===== config.mk =====
export PLATFORM = sky130hd
export DESIGN_NAME = tc_word_map
export DESIGN_NICKNAME = d
export VERILOG_FILES = /design/src/logic/word_store.v /design/src/logic/temp_format.v /design/src/logic/tc_word_map.v
export VERILOG_INCLUDE_DIRS = /design/src /design/src/logic
export SDC_FILE = /design/constraint.sdc
export NUM_CORES = 1
export LEC_CHECK = 0
export ABC_AREA = 1
export BUFFER_PORTS_ARGS = -buffer_cell sky130_fd_sc_hd__clkbuf_2
export CORE_ASPECT_RATIO = 0.5
export CORE_MARGIN = 8
export CORE_UTILIZATION = 57
export CTS_CLUSTER_DIAMETER = 100
export DETAILED_ROUTE_END_ITERATION = 8
export GPL_ROUTABILITY_DRIVEN = 0
export HOLD_SLACK_MARGIN = 0.02
export PLACE_DENSITY = 0.8
export SLEW_MARGIN = 20
export SYNTH_ARGS = -nofsm -noshare
export SYNTH_HDL_FRONTEND = slang
export SYNTH_SLANG_ARGS = --single-unit
export TNS_END_PERCENT = 30

===== constraint.sdc =====
create_clock -name REF_CLK_I -period 16.2 [get_ports REF_CLK_I]
set_clock_uncertainty 0.05 [all_clocks]
set_input_delay 1.62 -clock REF_CLK_I [delete_from_list [all_inputs] [get_ports REF_CLK_I]]
set_output_delay 1.62 -clock REF_CLK_I [all_outputs]
set_load 0.1 [all_outputs]

===== src/logic/tc_word_map_consts.vh =====
`ifndef TC_WORD_MAP_CONSTS_VH
`define TC_WORD_MAP_CONSTS_VH
// ****************************************
// Word indices of the register port
// ****************************************
`define IDX_CH_FIRST 4'h0
`define IDX_CH_LAST 4'h7
`define IDX_STATUS 4'h8
`define IDX_INTERNAL 4'h9
`define IDX_CONFIG 4'ha
`define IDX_TYPE_LO 4'hb
`define IDX_TYPE_HI 4'hc
`define IDX_IRQ_STAT 4'hd
`define IDX_IRQ_MASK 4'he
`define NUM_WORDS 4'ha
// ****************************************
// Field positions and reset values
// ****************************************
`define CFG_WHOLE_BIT 0
`define CFG_FAHR_BIT 1
`define CFG_RESET 16'h0000
`define TYPE_RESET 16'h0000
`define MASK_RESET 16'h0000
`define CJ_CHAN 4'h8
// ****************************************
// Sensor type codes (3 bits, bit 3 = open test for linear)
// ****************************************
`define TYPE_J 3'h0
`define TYPE_K 3'h1
`define TYPE_E 3'h2
`define TYPE_T 3'h3
`define TYPE_S 3'h4
`define TYPE_R 3'h5
`define TYPE_B 3'h6
`define TYPE_LIN 3'h7
// ****************************************
// Saturation codes and linear fault code
// ****************************************
`define CODE_OVER 16'h7fff
`define CODE_UNDER 16'h8001
`define CODE_LIN_FAULT 16'hffff
// ****************************************
// Thresholds in tenths of degrees C: minimum, rated, fault
// ****************************************
`define J_MIN (-16'sh08ed)
`define J_RATED 16'sh1db0
`define J_FAULT 16'sh1e6b
`define K_MIN (-16'sh0bd5)
`define K_RATED 16'sh3584
`define K_FAULT 16'sh36e3
`define E_MIN (-16'sh0b7a)
`define E_RATED 16'sh2710
`define E_FAULT 16'sh2800
`define T_MIN (-16'sh0aeb)
`define T_RATED 16'sh0fa0
`define T_FAULT 16'sh1001
`define S_MIN (-16'sh0383)
`define S_RATED 16'sh410a
`define S_FAULT 16'sh429b
`define R_MIN (-16'sh0380)
`define R_RATED 16'sh410a
`define R_FAULT 16'sh4298
`define B_MIN 16'sh0360
`define B_RATED 16'sh4718
`define B_FAULT 16'sh48ce
`endif


===== src/logic/word_store.v =====
`timescale 1ns/10ps
`default_nettype none
// ****************************************
// Small word memory with registered read data
// ****************************************
module word_store #(
  parameter WIDTH = 16,
  parameter DEPTH = 16,
  parameter AW = 4
) (
  input wire clk_i,
  input wire we_i,
  input wire [AW-1:0] waddr_i,
  input wire [WIDTH-1:0] wdata_i,
  input wire re_i,
  input wire [AW-1:0] raddr_i,
  output reg [WIDTH-1:0] rdata_o
);
  reg [WIDTH-1:0] mem [0:DEPTH-1]; // Storage array

  // Write port
  always @(posedge clk_i) begin
    if (we_i) begin
      mem[waddr_i] <= wdata_i;
    end
  end

  // Read port, data stands one cycle after the strobe
  always @(posedge clk_i) begin
    if (re_i) begin
      rdata_o <= mem[raddr_i];
    end
  end
endmodule // word_store
`default_nettype wire


===== src/logic/temp_format.v =====
`timescale 1ns/10ps
`default_nettype none
// ****************************************
// Unit and resolution converter, one cycle latency
// ****************************************
module temp_format (
  input wire clk_i,
  input wire rst_i,
  input wire in_valid_i,
  input wire signed [15:0] in_temp_i,
  input wire fahr_i,
  input wire whole_i,
  output reg out_valid_o,
  output reg [15:0] out_val_o
);
  wire signed [20:0] cels; // Tenths of C, widened
  wire signed [20:0] fahr; // Tenths of F
  wire signed [20:0] tenths; // Selected scale
  wire signed [20:0] result; // Selected resolution

  assign cels = {{5{in_temp_i[15]}}, in_temp_i};
  // Scale choice, F = C * 9 / 5 + 32 in tenths
  assign fahr = ((cels * 21'sh9) / 21'sh5) + 21'sh140;
  assign tenths = fahr_i ? fahr : cels;
  // Whole degrees drop the implied decimal digit
  assign result = whole_i ? (tenths / 21'sha) : tenths;

  // Output register
  always @(posedge clk_i) begin
    if (rst_i) begin
      out_valid_o <= 1'b0;
      out_val_o <= 16'h0000;
    end else begin
      out_valid_o <= in_valid_i;
      // Low 16 bits: two's complement, or unsigned for large values
      out_val_o <= result[15:0];
    end
  end
endmodule // temp_format
`default_nettype wire


===== src/logic/tc_word_map.v =====
// Function
// - Ten contiguous 16-bit input words presented
// - Words: eight channels, status, internal temperature
// - Warning flag when above rated input
// - Fault flag beyond margin or broken wire
// - Fault flag clears the warning flag
// - Select tenths or whole, Celsius or Fahrenheit
// - Tenths reported as integer, decimal implied
// - Internal reading uses same units
// - Readings signed except the Type B case
// - Open sensor sets fault, clears warning
// - Over range forces maximum code
// - Under range forces minimum code
// - Type B tenths Fahrenheit encoded unsigned
// - Open test always on for thermocouples
//
// Added by the designer: the register addresses and the strobed register port.
`timescale 1ns/10ps
`default_nettype none
`include "tc_word_map_consts.vh"
module tc_word_map (
  input wire REF_CLK_I,
  input wire SYS_RST_I,
  input wire [3:0] ADDR_I,
  input wire [15:0] WDATA_I,
  input wire WR_I,
  input wire RD_I,
  output wire [15:0] RDATA_O,
  output wire IRQ_O,
  input wire CONV_VALID_I,
  input wire [3:0] CONV_CHAN_I,
  input wire [15:0] CONV_DATA_I,
  input wire CONV_OPEN_I
);
  // ****************************************
  // Declarations
  // ****************************************
  reg [15:0] fmt_cfg; // Resolution and scale select
  reg [15:0] type_lo; // Sensor setup, channels 1-4
  reg [15:0] type_hi; // Sensor setup, channels 5-8
  reg [15:0] irq_stat; // Sticky event bits
  reg [15:0] irq_mask; // Event enables
  reg [7:0] warn; // Range warning per channel
  reg [7:0] fault; // Fault per channel: out of range or open wire
  reg [9:0] written; // Word has been filled once
  reg rd_other; // Last cycle was not a memory read
  reg [15:0] rd_hold; // Read data for non-memory words
  reg s_chan_ok; // Stage: sample for a sensor channel
  reg s_cj; // Stage: sample for the internal reading
  reg [2:0] s_idx; // Stage: channel index
  reg s_over; // Stage: at or above fault limit, or open wire when not below minimum
  reg s_under; // Stage: below minimum reading
  reg s_warn; // Stage: warning flag
  reg s_fault; // Stage: fault flag
  reg s_lin; // Stage: linear range, raw data
  reg [15:0] s_raw; // Stage: raw sample
  reg [15:0] next_stat; // Next sticky status
  reg [15:0] word; // Word written to memory
  reg [3:0] word_idx; // Memory index for the word
  reg [3:0] sel_type; // Setup nibble of the sample
  reg signed [15:0] th_min; // Minimum reading
  reg signed [15:0] th_rated; // Rated input
  reg signed [15:0] th_fault; // Fault limit
  reg open_eff; // Open wire counted as fault
  reg over_now; // Sample at or above fault limit
  reg under_now; // Sample below minimum
  reg warn_now; // Sample in warning band
  reg fault_now; // Sample faulted
  wire [15:0] mem_rdata; // Memory read data
  wire fmt_valid; // Converter result valid
  wire [15:0] fmt_val; // Converted reading
  wire is_chan; // Sample is a sensor channel
  wire is_cj; // Sample is the internal reading
  wire signed [15:0] temp; // Sample as signed tenths
  wire [15:0] status_word; // Channel status word
  wire [15:0] events; // Newly set flags this cycle
  wire mem_rd; // Read aimed at a filled memory word

  assign is_chan = CONV_VALID_I && (CONV_CHAN_I < `CJ_CHAN);
  assign is_cj = CONV_VALID_I && (CONV_CHAN_I == `CJ_CHAN);
  assign temp = CONV_DATA_I;
  assign status_word = {fault, warn};

  // ****************************************
  // Threshold lookup for the sampled channel
  // ****************************************
  always @* begin
    sel_type = CONV_CHAN_I[2] ? type_hi[CONV_CHAN_I[1:0]*4 +: 4] : type_lo[CONV_CHAN_I[1:0]*4 +: 4];
    th_min = `J_MIN;
    th_rated = `J_RATED;
    th_fault = `J_FAULT;
    case (sel_type[2:0])
      `TYPE_K: begin
        th_min = `K_MIN;
        th_rated = `K_RATED;
        th_fault = `K_FAULT;
      end
      `TYPE_E: begin
        th_min = `E_MIN;
        th_rated = `E_RATED;
        th_fault = `E_FAULT;
      end
      `TYPE_T: begin
        th_min = `T_MIN;
        th_rated = `T_RATED;
        th_fault = `T_FAULT;
      end
      `TYPE_S: begin
        th_min = `S_MIN;
        th_rated = `S_RATED;
        th_fault = `S_FAULT;
      end
      `TYPE_R: begin
        th_min = `R_MIN;
        th_rated = `R_RATED;
        th_fault = `R_FAULT;
      end
      `TYPE_B: begin
        th_min = `B_MIN;
        th_rated = `B_RATED;
        th_fault = `B_FAULT;
      end
      default: begin
        // Type J, and linear, which ignores thresholds
        th_min = `J_MIN;
        th_rated = `J_RATED;
        th_fault = `J_FAULT;
      end
    endcase
  end

  // ****************************************
  // Flag decision for the incoming sample
  // ****************************************
  always @* begin
    // Thermocouples always test open; linear only when enabled
    open_eff = CONV_OPEN_I && ((sel_type[2:0] != `TYPE_LIN) || sel_type[3]);
    if (sel_type[2:0] == `TYPE_LIN) begin
      // Linear range: fault on open or full-scale code
      over_now = 1'b0;
      under_now = 1'b0;
      fault_now = open_eff || (CONV_DATA_I == `CODE_LIN_FAULT);
      warn_now = 1'b0;
    end else begin
      over_now = temp >= th_fault;
      under_now = temp < th_min;
      fault_now = over_now || under_now || open_eff;
      // Warning only while no fault stands
      warn_now = (temp > th_rated) && !fault_now;
    end
  end

  // ****************************************
  // Unit conversion, shared by channels and internal reading
  // ****************************************
  temp_format u_fmt (
    .clk_i(REF_CLK_I),
    .rst_i(SYS_RST_I),
    .in_valid_i(is_chan || is_cj),
    .in_temp_i(temp),
    .fahr_i(fmt_cfg[`CFG_FAHR_BIT]),
    .whole_i(fmt_cfg[`CFG_WHOLE_BIT]),
    .out_valid_o(fmt_valid),
    .out_val_o(fmt_val)
  );

  // ****************************************
  // Sample stage, aligned with the converter
  // ****************************************
  always @(posedge REF_CLK_I) begin
    if (SYS_RST_I) begin
      s_chan_ok <= 1'b0;
      s_cj <= 1'b0;
      s_idx <= 3'h0;
      s_over <= 1'b0;
      s_under <= 1'b0;
      s_warn <= 1'b0;
      s_fault <= 1'b0;
      s_lin <= 1'b0;
      s_raw <= 16'h0000;
    end else begin
      s_chan_ok <= is_chan;
      s_cj <= is_cj;
      s_idx <= CONV_CHAN_I[2:0];
      s_over <= over_now || (open_eff && !under_now);
      s_under <= under_now;
      s_warn <= warn_now;
      s_fault <= fault_now;
      s_lin <= sel_type[2:0] == `TYPE_LIN;
      s_raw <= CONV_DATA_I;
    end
  end

  // ****************************************
  // Word to store: saturation codes, raw linear data or converted value
  // ****************************************
  always @* begin
    word_idx = s_cj ? `IDX_INTERNAL : {1'b0, s_idx};
    if (s_cj) begin
      word = fmt_val;
    end else if (s_lin) begin
      word = s_raw;
    end else if (s_over) begin
      word = `CODE_OVER;
    end else if (s_under) begin
      word = `CODE_UNDER;
    end else begin
      // Signed, or unsigned for Type B tenths F above 3276.7
      word = fmt_val;
    end
  end

  word_store #(
    .WIDTH(16),
    .DEPTH(16),
    .AW(4)
  ) u_store (
    .clk_i(REF_CLK_I),
    .we_i(fmt_valid && (s_chan_ok || s_cj)),
    .waddr_i(word_idx),
    .wdata_i(word),
    .re_i(RD_I),
    .raddr_i(ADDR_I),
    .rdata_o(mem_rdata)
  );

  // ****************************************
  // Channel flags, rewritten on each conversion
  // ****************************************
  always @(posedge REF_CLK_I) begin
    if (SYS_RST_I) begin
      warn <= 8'h00;
      fault <= 8'h00;
      written <= 10'h000;
    end else if (fmt_valid && (s_chan_ok || s_cj)) begin
      written[word_idx] <= 1'b1;
      if (s_chan_ok) begin
        warn[s_idx] <= s_warn;
        fault[s_idx] <= s_fault;
      end
    end
  end

  // Flags that go from clear to set in this cycle
  assign events = (fmt_valid && s_chan_ok) ?
    (({8'h00, 8'h01 << s_idx} & {16{s_warn}} & ~{8'h00, warn}) |
     ({8'h01 << s_idx, 8'h00} & {16{s_fault}} & ~{fault, 8'h00})) : 16'h0000;

  // ****************************************
  // Sticky interrupt status, set wins over clear
  // ****************************************
  always @* begin
    next_stat = irq_stat;
    if (WR_I && (ADDR_I == `IDX_IRQ_STAT)) begin
      next_stat = irq_stat & ~WDATA_I;
    end
    next_stat = next_stat | events;
  end

  assign IRQ_O = |(irq_stat & irq_mask);

  // ****************************************
  // Register writes
  // ****************************************
  always @(posedge REF_CLK_I) begin
    if (SYS_RST_I) begin
      fmt_cfg <= `CFG_RESET;
      type_lo <= `TYPE_RESET;
      type_hi <= `TYPE_RESET;
      irq_mask <= `MASK_RESET;
      irq_stat <= 16'h0000;
    end else begin
      irq_stat <= next_stat;
      if (WR_I) begin
        case (ADDR_I)
          `IDX_CONFIG: begin
            fmt_cfg <= WDATA_I & 16'h0003;
          end
          `IDX_TYPE_LO: begin
            type_lo <= WDATA_I;
          end
          `IDX_TYPE_HI: begin
            type_hi <= WDATA_I;
          end
          `IDX_IRQ_MASK: begin
            irq_mask <= WDATA_I;
          end
          default: begin
            // Input words and status are read only
            irq_mask <= irq_mask;
          end
        endcase
      end
    end
  end

  // ****************************************
  // Register reads, data in the following cycle
  // ****************************************
  assign mem_rd = (ADDR_I < `NUM_WORDS) && (ADDR_I != `IDX_STATUS) && written[ADDR_I];

  always @(posedge REF_CLK_I) begin
    if (SYS_RST_I) begin
      rd_other <= 1'b1;
      rd_hold <= 16'h0000;
    end else if (RD_I) begin
      rd_other <= !mem_rd;
      case (ADDR_I)
        `IDX_STATUS: begin
          rd_hold <= status_word;
        end
        `IDX_CONFIG: begin
          rd_hold <= fmt_cfg;
        end
        `IDX_TYPE_LO: begin
          rd_hold <= type_lo;
        end
        `IDX_TYPE_HI: begin
          rd_hold <= type_hi;
        end
        `IDX_IRQ_STAT: begin
          rd_hold <= irq_stat;
        end
        `IDX_IRQ_MASK: begin
          rd_hold <= irq_mask;
        end
        default: begin
          // Unfilled words and unmapped indices read zero
          rd_hold <= 16'h0000;
        end
      endcase
    end else begin
      rd_other <= 1'b1;
      rd_hold <= 16'h0000;
    end
  end

  // Ten input words at indices 0 to 9, 16 bits each
  assign RDATA_O = rd_other ? rd_hold : mem_rdata;
endmodule // tc_word_map
`default_nettype wire


Yosys cells after proc, flatten, opt, wreduce, memory -nomap -nowiden
Memory sizes are Yosys's and may differ from the RTL's. A register that Yosys moved wholly into a read port is not among the register bits.
Cells that the tools add are included.
Storage, ports and cells
  register bits: 152
  latch bits: 0
  memory bits (writable): 256
  bits in read-only memories: 0
  logic and storage cells: 128
  memories kept: 1
Memory list
  u_store.mem: depth 16, width 16, read ports 1, clocked after Yosys merged registers in 1, write ports 1, line word_store.v:19  | reg [WIDTH-1:0] mem [0:DEPTH-1];
Cells by class
  $add $sub $neg: 1
  multipliers: 1
  divide/modulo/power cells: 2
  $lt $le $gt $ge: 10
  eq/ne operators: 17
  shifts and indexed selects: 3
  multiplexer cells: 28
  bitwise logic cells: 13
  reduce and logical (&&, ||, !) cells: 31
Operators with widths (count)
  16-bit case mux with 6 select lines: 2
  16-bit 2-to-1 mux: 8
  15-bit case mux with 6 select lines: 1
  16-bit bitwise AND: 5
  15-bit case mux with 5 select lines: 1
  16-bit NOT: 2
  16-bit bitwise OR: 2
  16-bit by 5-bit indexed part select with 4-bit output: 2
  4-bit == test, second input constant: 7
  21-bit by 10-bit adder with 21-bit output, second input constant: 1
  21-bit by 4-bit divider with 21-bit output, second input constant: 1
  21-bit by 5-bit divider with 21-bit output, second input constant: 1
  16-bit by 5-bit multiplier with 21-bit output, second input constant: 1
  21-bit 2-to-1 mux: 1
  8-bit by 16-bit bitwise AND with 16-bit output: 1
  8-bit bitwise mux: 2
  16-bit == test, second input constant: 1
  16-bit greater-or-equal comparator: 1
  16-bit > comparator: 1
  16-bit less-than comparator: 1
  8-bit NOT with 16-bit output: 1
  16-bit OR reduction: 1
  3-bit == test, second input constant: 4
  1-bit logical AND: 12
  other kinds (21): 46

Longest topological paths before layout
Gate-level depths: netlist (run 1).
  word-level depth: 9
  gate-level depth with buffers: 199
  depth with buffers taken out: 199

Modules after synthesis
Synthesis (run 1) repeated with hierarchy kept, for this count alone.
Unflattened totals
  cells, all modules: 3420
  area, all modules: 26504.2 um^2
By module, submodules not included
  word_store: times used 1, cells an instance 1074, area an instance 11541.1 um^2, sequential area each 8167.8 um^2
  temp_format: times used 1, cells an instance 1330, area an instance 7609.8 um^2, sequential area each 340.3 um^2
  tc_word_map: times used 1, cells an instance 1016, area an instance 7353.3 um^2, sequential area each 2682.6 um^2

Least setup slack after synthesis (run 1)
No wires, ideal clock.
  path type: input -> register
  start: input CONV_DATA_I[1]
  end: register u_fmt.out_val_o[14]
  arrival: 17126 ps
  data required time: 16033 ps
  path slack: -1093 ps
  stages on the path: 171
  buffers on the path: 0
  cells stage by stage: ha_1 > ha_1 > inv_1 > fa_1 > inv_1 > nor2_1 > nand2_1 > nor2_4 > nand2_1 > nor2_1 > nand3_1 > nor2_2 > nand2_1 > nand2_1 > nand3_1 > nand2_1 > inv_2 > nand2_2 > [... 135 more ...] > nand3_1 > nand2_2 > nand2_4 > nand3_1 > nand3_2 > nand2_1 > nand3_2 > nand2_4 > nand2_1 > inv_1 > ha_1 > nand4_1 > nand2_1 > nand2_1 > a21oi_1 > nor2_1 > o221ai_1 > inv_1
On the way
  cells in the longest elaborated chain, start to end: 6
RTL lines
  start, declared: line tc_word_map.v:32  | input wire [15:0] CONV_DATA_I,
  16-bit by 5-bit multiplier with 21-bit output: line temp_format.v:23  | assign fahr = ((cels * 21'sh9) / 21'sh5) + 21'sh140;
  21-bit by 4-bit divider with 21-bit output: line temp_format.v:23
  21-bit by 10-bit adder with 21-bit output: line temp_format.v:23
  21-bit 2-to-1 mux (*): line temp_format.v:24  | assign tenths = fahr_i ? fahr : cels;
  21-bit by 5-bit divider with 21-bit output: line temp_format.v:26  | assign result = whole_i ? (tenths / 21'sha) : tenths;
  16-bit 2-to-1 mux (*): line temp_format.v:26
  end signal, assigned: line temp_format.v:36  | out_val_o <= result[15:0];
  end, declared: line temp_format.v:14  | output reg [15:0] out_val_o
Mark *: on every way between the ends. The rest lies on a longest branch, timed or not.
A chain may end at the register's enable or synchronous reset.

Final worst setup path (run 1)
  start: input CONV_DATA_I[5]
  end: register u_fmt.out_val_o[14]
Same word-level chain as after synthesis.

==> flow_metrics.tcl, run 1 <==
set metrics [dict create \
    cts_hold_buffers 0 \
    setup_viol 16 \
    grt.overflow.total 0 \
    cts_root_buffer "clkbuf_16" \
    cts_buffers 39 \
    max_stage_delay_ns 0.33 \
    min_from "irq_mask[9]" \
    finalCriticalPeriod_ns 18.14 \
    fmax_mhz 55.12 \
    ys_warn_count 0 \
    hold_class "flop to flop" \
    syn_inst 2861 \
    r2r_slack_ns 7.42 \
    synth_cell_types 69 \
    row_count 53 \
    hold-path-endpoint "irq_mask[9]" \
    dr.pass1.iters 6 \
    rsz0062_at_grt "yes" \
    synth-edff-count 272 \
    wl_per_cell_um 18.26 \
    drt_iter0_markers 2567 \
    start_util_pct 58.07 \
    violations "negative setup slack" \
    fin_ws_ns -1.944 \
    fin_crit_sh_pct 112.0 \
    clk_pin_slew_ns 0.06 \
    grt_pass1_vias 21700 \
    num_antenna_cells 0 \
    synth-async-reset-ratio_pct 0 \
    layout_common_cells "nand2_1, buf_4, inv_1, edfxtp_1, nand3_1" \
    drive_gt1_share_pct 28.74 \
    cp-start-kind "primary input" \
    holdPathStages 2 \
    outcome "finished, violations left" \
    design.core.area_mm2 0.04218 \
    yosys.area.top_type "edfxtp_1" \
    ioPinCount 63 \
    mostFrequentLayoutCell "nand2_1" \
    die_h_um 162.6 \
    hold_violations 0 \
    syn-cell-area_mm2 0.02449 \
    cp-end-kind "flop" \
    r2r_start "fmt_cfg[1]" \
    crit_fanout 6 \
    cts_tree "yes" \
    reg2reg_depth 77 \
    slew_headroom_pct 23.97 \
    critical_path_class "primary input to flop" \
    synth.avg_cell_area_um2 8.560 \
    crit_required_ns 16.62 \
    routed_wl_um 71670 \
    hold_ws_ns 0.4144 \
    place_hpwl_um 46590 \
    synth_flop_cell "edfxtp_1" \
    h-tree-depth 2 \
    path_common_cell "nand2_4" \
    yosysSeqAreaShare_pct 45.69 \
    cts_sinks 423 \
    syn2layout_area_growth_pct 25.38 \
    drc 0 \
    clock_latency_ns 0.54 \
    via_count 22740 \
    nNetsFinal 3442 \
    utilization_pct 72.81 \
    synth_seq_cells 423 \
    vias_per_cell 5.795 \
    grt_max_degree 72 \
    dieArea_mm2 0.05026 \
    tightest_slew_ns 1.136 \
    synth_area_leaders "edfxtp_1, dfxtp_1, nand2_1" \
    die_x_um 309.1 \
    synth_top_area_share_pct 33.35 \
    maxCapViolations 0 \
    antenna_left 0 \
    grt_pass1_wl_um 109000 \
    grt_use_total_pct 26.25 \
    r2r_end "u_fmt.out_val_o[14]" \
    crit_arrival_ns 18.57 \
    critPathSlowestCell "ha_4" \
    io_buffer_count 62 \
    clk_path_buf_depth 3 \
    antenna_found_initial 1 \
    slew_viol_final 0 \
]
[registers in the layout, summed over array words and instances (netlist names), 2 cells and up]
| signal | cells |
|---|---|
| written | 9 |
| fmt_cfg | 2 |
| u_store.rdata_o | 16 |
| u_fmt.out_val_o | 16 |
| type_hi | 16 |
| fault | 8 |
| u_store.mem | 256 |
| s_raw | 16 |
| irq_stat | 16 |
| warn | 8 |
| s_idx | 3 |
| rd_hold | 16 |
| irq_mask | 16 |
| type_lo | 16 |
[synth_stat cells (all sizes together) (3+ instances only)]
master,number
a221oi,18
nor3,14
nand2,691
o22ai,19
o2111ai,3
nor4,8
clkbuf,70
nor2,197
ha,79
o211ai,7
nand4,43
nand3,295
buf,24
o221a,14
a311o,13
o21bai,4
dfxtp,151
clkinv,22
inv,363
xor2,39
edfxtp,272
mux2,16
and2,4
xnor2,3
o221ai,6
a22oi,122
o21ai,127
nand3b,4
o31ai,4
a31oi,10
a21oi,201
or3b,3
[through the flow]
step | instances | area, um2 | worst slack, ns | TNS [ns]
after global routing | 3924 | 30710 | -3.123 | -46.50
final | 3924 | 30710 | -1.944 | -27.28
after CTS | 3882 | 29650 | -1.135 | -14.30
after floorplan | 2972 | 25180 | -0.5995 | -4.048
after global placement | 3765 | 27630 | -1.090 | -14.03
after detailed placement | 3765 | 27630 | -1.965 | -27.39
[how the worst max path moves through the flow]
stage	start	to
global route	CONV_DATA_I[7]	u_fmt.out_val_o[14]
global placement	CONV_DATA_I[1]	u_fmt.out_val_o[10]
detailed placement	CONV_DATA_I[1]	u_fmt.out_val_o[14]
floorplan	CONV_DATA_I[4]	u_fmt.out_val_o[14]
CTS	CONV_DATA_I[1]	u_fmt.out_val_o[14]
finish	CONV_DATA_I[5]	u_fmt.out_val_o[14]
[logic make-up (layout without fill, tap and decap cells)]
kind of cell	count (synthesis)	count (layout)	synth area share, %
and+or+nand+nor	1263	1263	25.71
adders and majority gates	80	80	4.118
xor gates and xnor gates	42	42	1.563
buffers and inverters	480	855	7.985
muxes	16	16	0.7357
AOI/OAI and AO/OA	556	556	14.18
other	1	112	0.01531
DFF	423	423	45.69
[timing repair]
item                                    CTS  global route
resized for setup                        77           174
pin swaps                                63           125
setup buffers                            45            42
endpoints found under the setup margin   16            16
[final cells by class]
cell class                      instances  area [um2]
Multi-Input combinational cell       2069       13130
Fill cell                            2926       11470
Sequential cell                       423       11190
Timing Repair Buffer                  397        2872
Inverter                              386        1525
Clock buffer                           58        1150
Tap cell                              577       721.9
Clock inverter                         14       113.9
[critical path: cells and delay by family]
kind	cells	cell delay, ns
xor+xnor	1	0.19
compound gates	7	0.97
buf+inv	21	1.70
simple gates	138	12.71
fa+ha+maj	6	1.34
[per-layer routing]
metal | vias to the layer above | part of all wire (%) | GRT usage, %
li1 | 10630 | - | -
met1 | 10740 | 39 | 33.35
met2 | 1124 | 49 | 46.56
met3 | 241 | 8.2 | 2.686
met4 | 2 | 3.8 | 9.344
met5 | - | 0.018 | 0
Power of run 1 is left out: the tool's default activity adds up to more than one toggle a clock period on the data nets, which glitch-free logic cannot reach.
==> run 2, diff against run 1 <==
CORE_UTILIZATION = 62   (was 57)
PLACE_DENSITY = 0.82   (was 0.8)
clock period = 22.2 ns   (was 16.2 ns; I/O delays follow)
==> flow_metrics.tcl, run 2 (same netlist as run 1, synthesis figures left out) <==
set metrics [dict create \
    outcome "finished clean" \
    timing.setup.tns_ns 0 \
    via_count 20710 \
    fmax_mhz 50.02 \
    max_stage_delay_ns 0.40 \
    slew_viol_final 0 \
    dp_slack_ns 1.569 \
    grt_pass1_vias 19880 \
    r2r_start "fmt_cfg[1]" \
    hold_class "flop to flop" \
    fin_ws_ns 2.209 \
    crit_required_ns 22.56 \
    syn2layout_area_growth_pct 9.763 \
    instances_no_fill 3562 \
    clock_latency_ns 0.53 \
    maxCapViolations 0 \
    antenna_found_initial 2 \
    cts_buffers 39 \
    min_from "warn[3]" \
    ioPinCount 63 \
    cp-end-kind "flop" \
    cts_tree "yes" \
    critPathSlowestCell "fa_1" \
    cts_root_buffer "clkbuf_16" \
    mostFrequentLayoutCell "nand2_1" \
    clk_path_buf_depth 3 \
    dp_cells 3491 \
    start_util_pct 62.92 \
    grt_use_total_pct 25.85 \
    cp-start-kind "primary input" \
    critical_path_class "primary input to flop" \
    finalCriticalPeriod_ns 19.99 \
    routed_wl_um 62100 \
    nNetsFinal 3129 \
    setup_viol 0 \
    slew_headroom_pct 30.98 \
    io_buffer_count 62 \
    drc 0 \
    fillCellCount 3000 \
    cts_sinks 423 \
    h-tree-depth 2 \
    fin_crit_sh_pct 90.05 \
    placed_area_mm2 0.02559 \
    wl_per_cell_um 17.44 \
    cts_hold_buffers 0 \
    crit_fanout 40 \
    worstSetupStartpoint "CONV_DATA_I[1]" \
    final_area_mm2 0.02688 \
    layout_common_cells "nand2_1, inv_1, edfxtp_1, nand3_1, a21oi_1" \
    place_hpwl_um 43150 \
    largest_reg_flops 256 \
    die_x_um 297.1 \
    clk_pin_slew_ns 0.07 \
    row_count 51 \
    hold_violations 0 \
    dr.pass1.iters 6 \
    path_common_cell "nand2_2" \
    tightest_slew_ns 1.033 \
    vias_per_cell 5.814 \
    crit_arrival_ns 20.35 \
    drive_gt1_share_pct 15.87 \
    regMostFlops "u_store.mem" \
    grt_pass1_wl_um 99550 \
    drt_iter0_markers 2109 \
    rsz0062_at_grt "no" \
    die_h_um 156.5 \
    grt_max_degree 68 \
    dieArea_mm2 0.04650 \
    grt.overflow.total 0 \
    antenna_left 0 \
    design.core.area_mm2 0.03892 \
]
## run 2: cell types whose count changed in the layout (fill, tap and decap cells not counted), sizes merged
| cell | change |
|---|---|
| clkinvlp | +3 |
| bufinv | +1 |
| diode | +1 |
| clkinv | +3 |
| inv | -5 |
| clkbuf | -3 |
| buf | -315 |
## run 2: timing repair
item,4_1_cts,5_1_grt
setup endpoints to repair,0,3
setup buffers,0,1
gates resized for setup,0,3
## run 2: metrics by stage
stage               hold slack, ns  utilization [%]
detailed placement          0.4034            65.74
global placement            0.3981            65.74
global route                0.4300            69.06
floorplan                   0.3836                -
finish                      0.4143            69.06
CTS                         0.4097            68.99
## run 2: path summary, 6_finish.rpt
kind | endpoint | slack [ns] | cells past startpoint
worst min-delay path | rd_hold[3] | 0.41 | 2
worst min register to register | rd_hold[3] | 0.41 | 2
worst max register to register | u_fmt.out_val_o[14] | 13.26 | 72
worst max-delay path | u_fmt.out_val_o[14] | 2.21 | 164
## run 2: area by class of cell
type	instances	area (um2)	share of cell area (%)
multi-input cells	2069	11790	43.86
clock buffers	53	1111	4.133
inverters	386	1493	5.553
repair buffers	84	479.2	1.783
flip-flops and latches	423	11190	41.63
well taps	530	663.1	2.467
clock inverters	16	152.6	0.5678
diodes	1	2.502	0.009309
## run 2: per-layer routing
layer	GRT usage (%)	share of wire [%]	wire length (um)	vias to the layer above
li1	-	-	-	9988
met1	32.76	41	25610	9689
met2	45.27	48	29510	883
met3	3.999	8.5	5250	150
met4	8.785	2.8	1741	0
met5	0	0	0	-
## run 2: worst max-delay path, delay by kind of cell
family / cells / cell delay [ns]
compound gates: 7 / 1.15
xor+xnor: 2 / 0.32
fa+ha+maj: 7 / 1.75
buf+inv: 15 / 1.51
simple gates: 133 / 13.28
Power of run 2 is left out for the same reason.
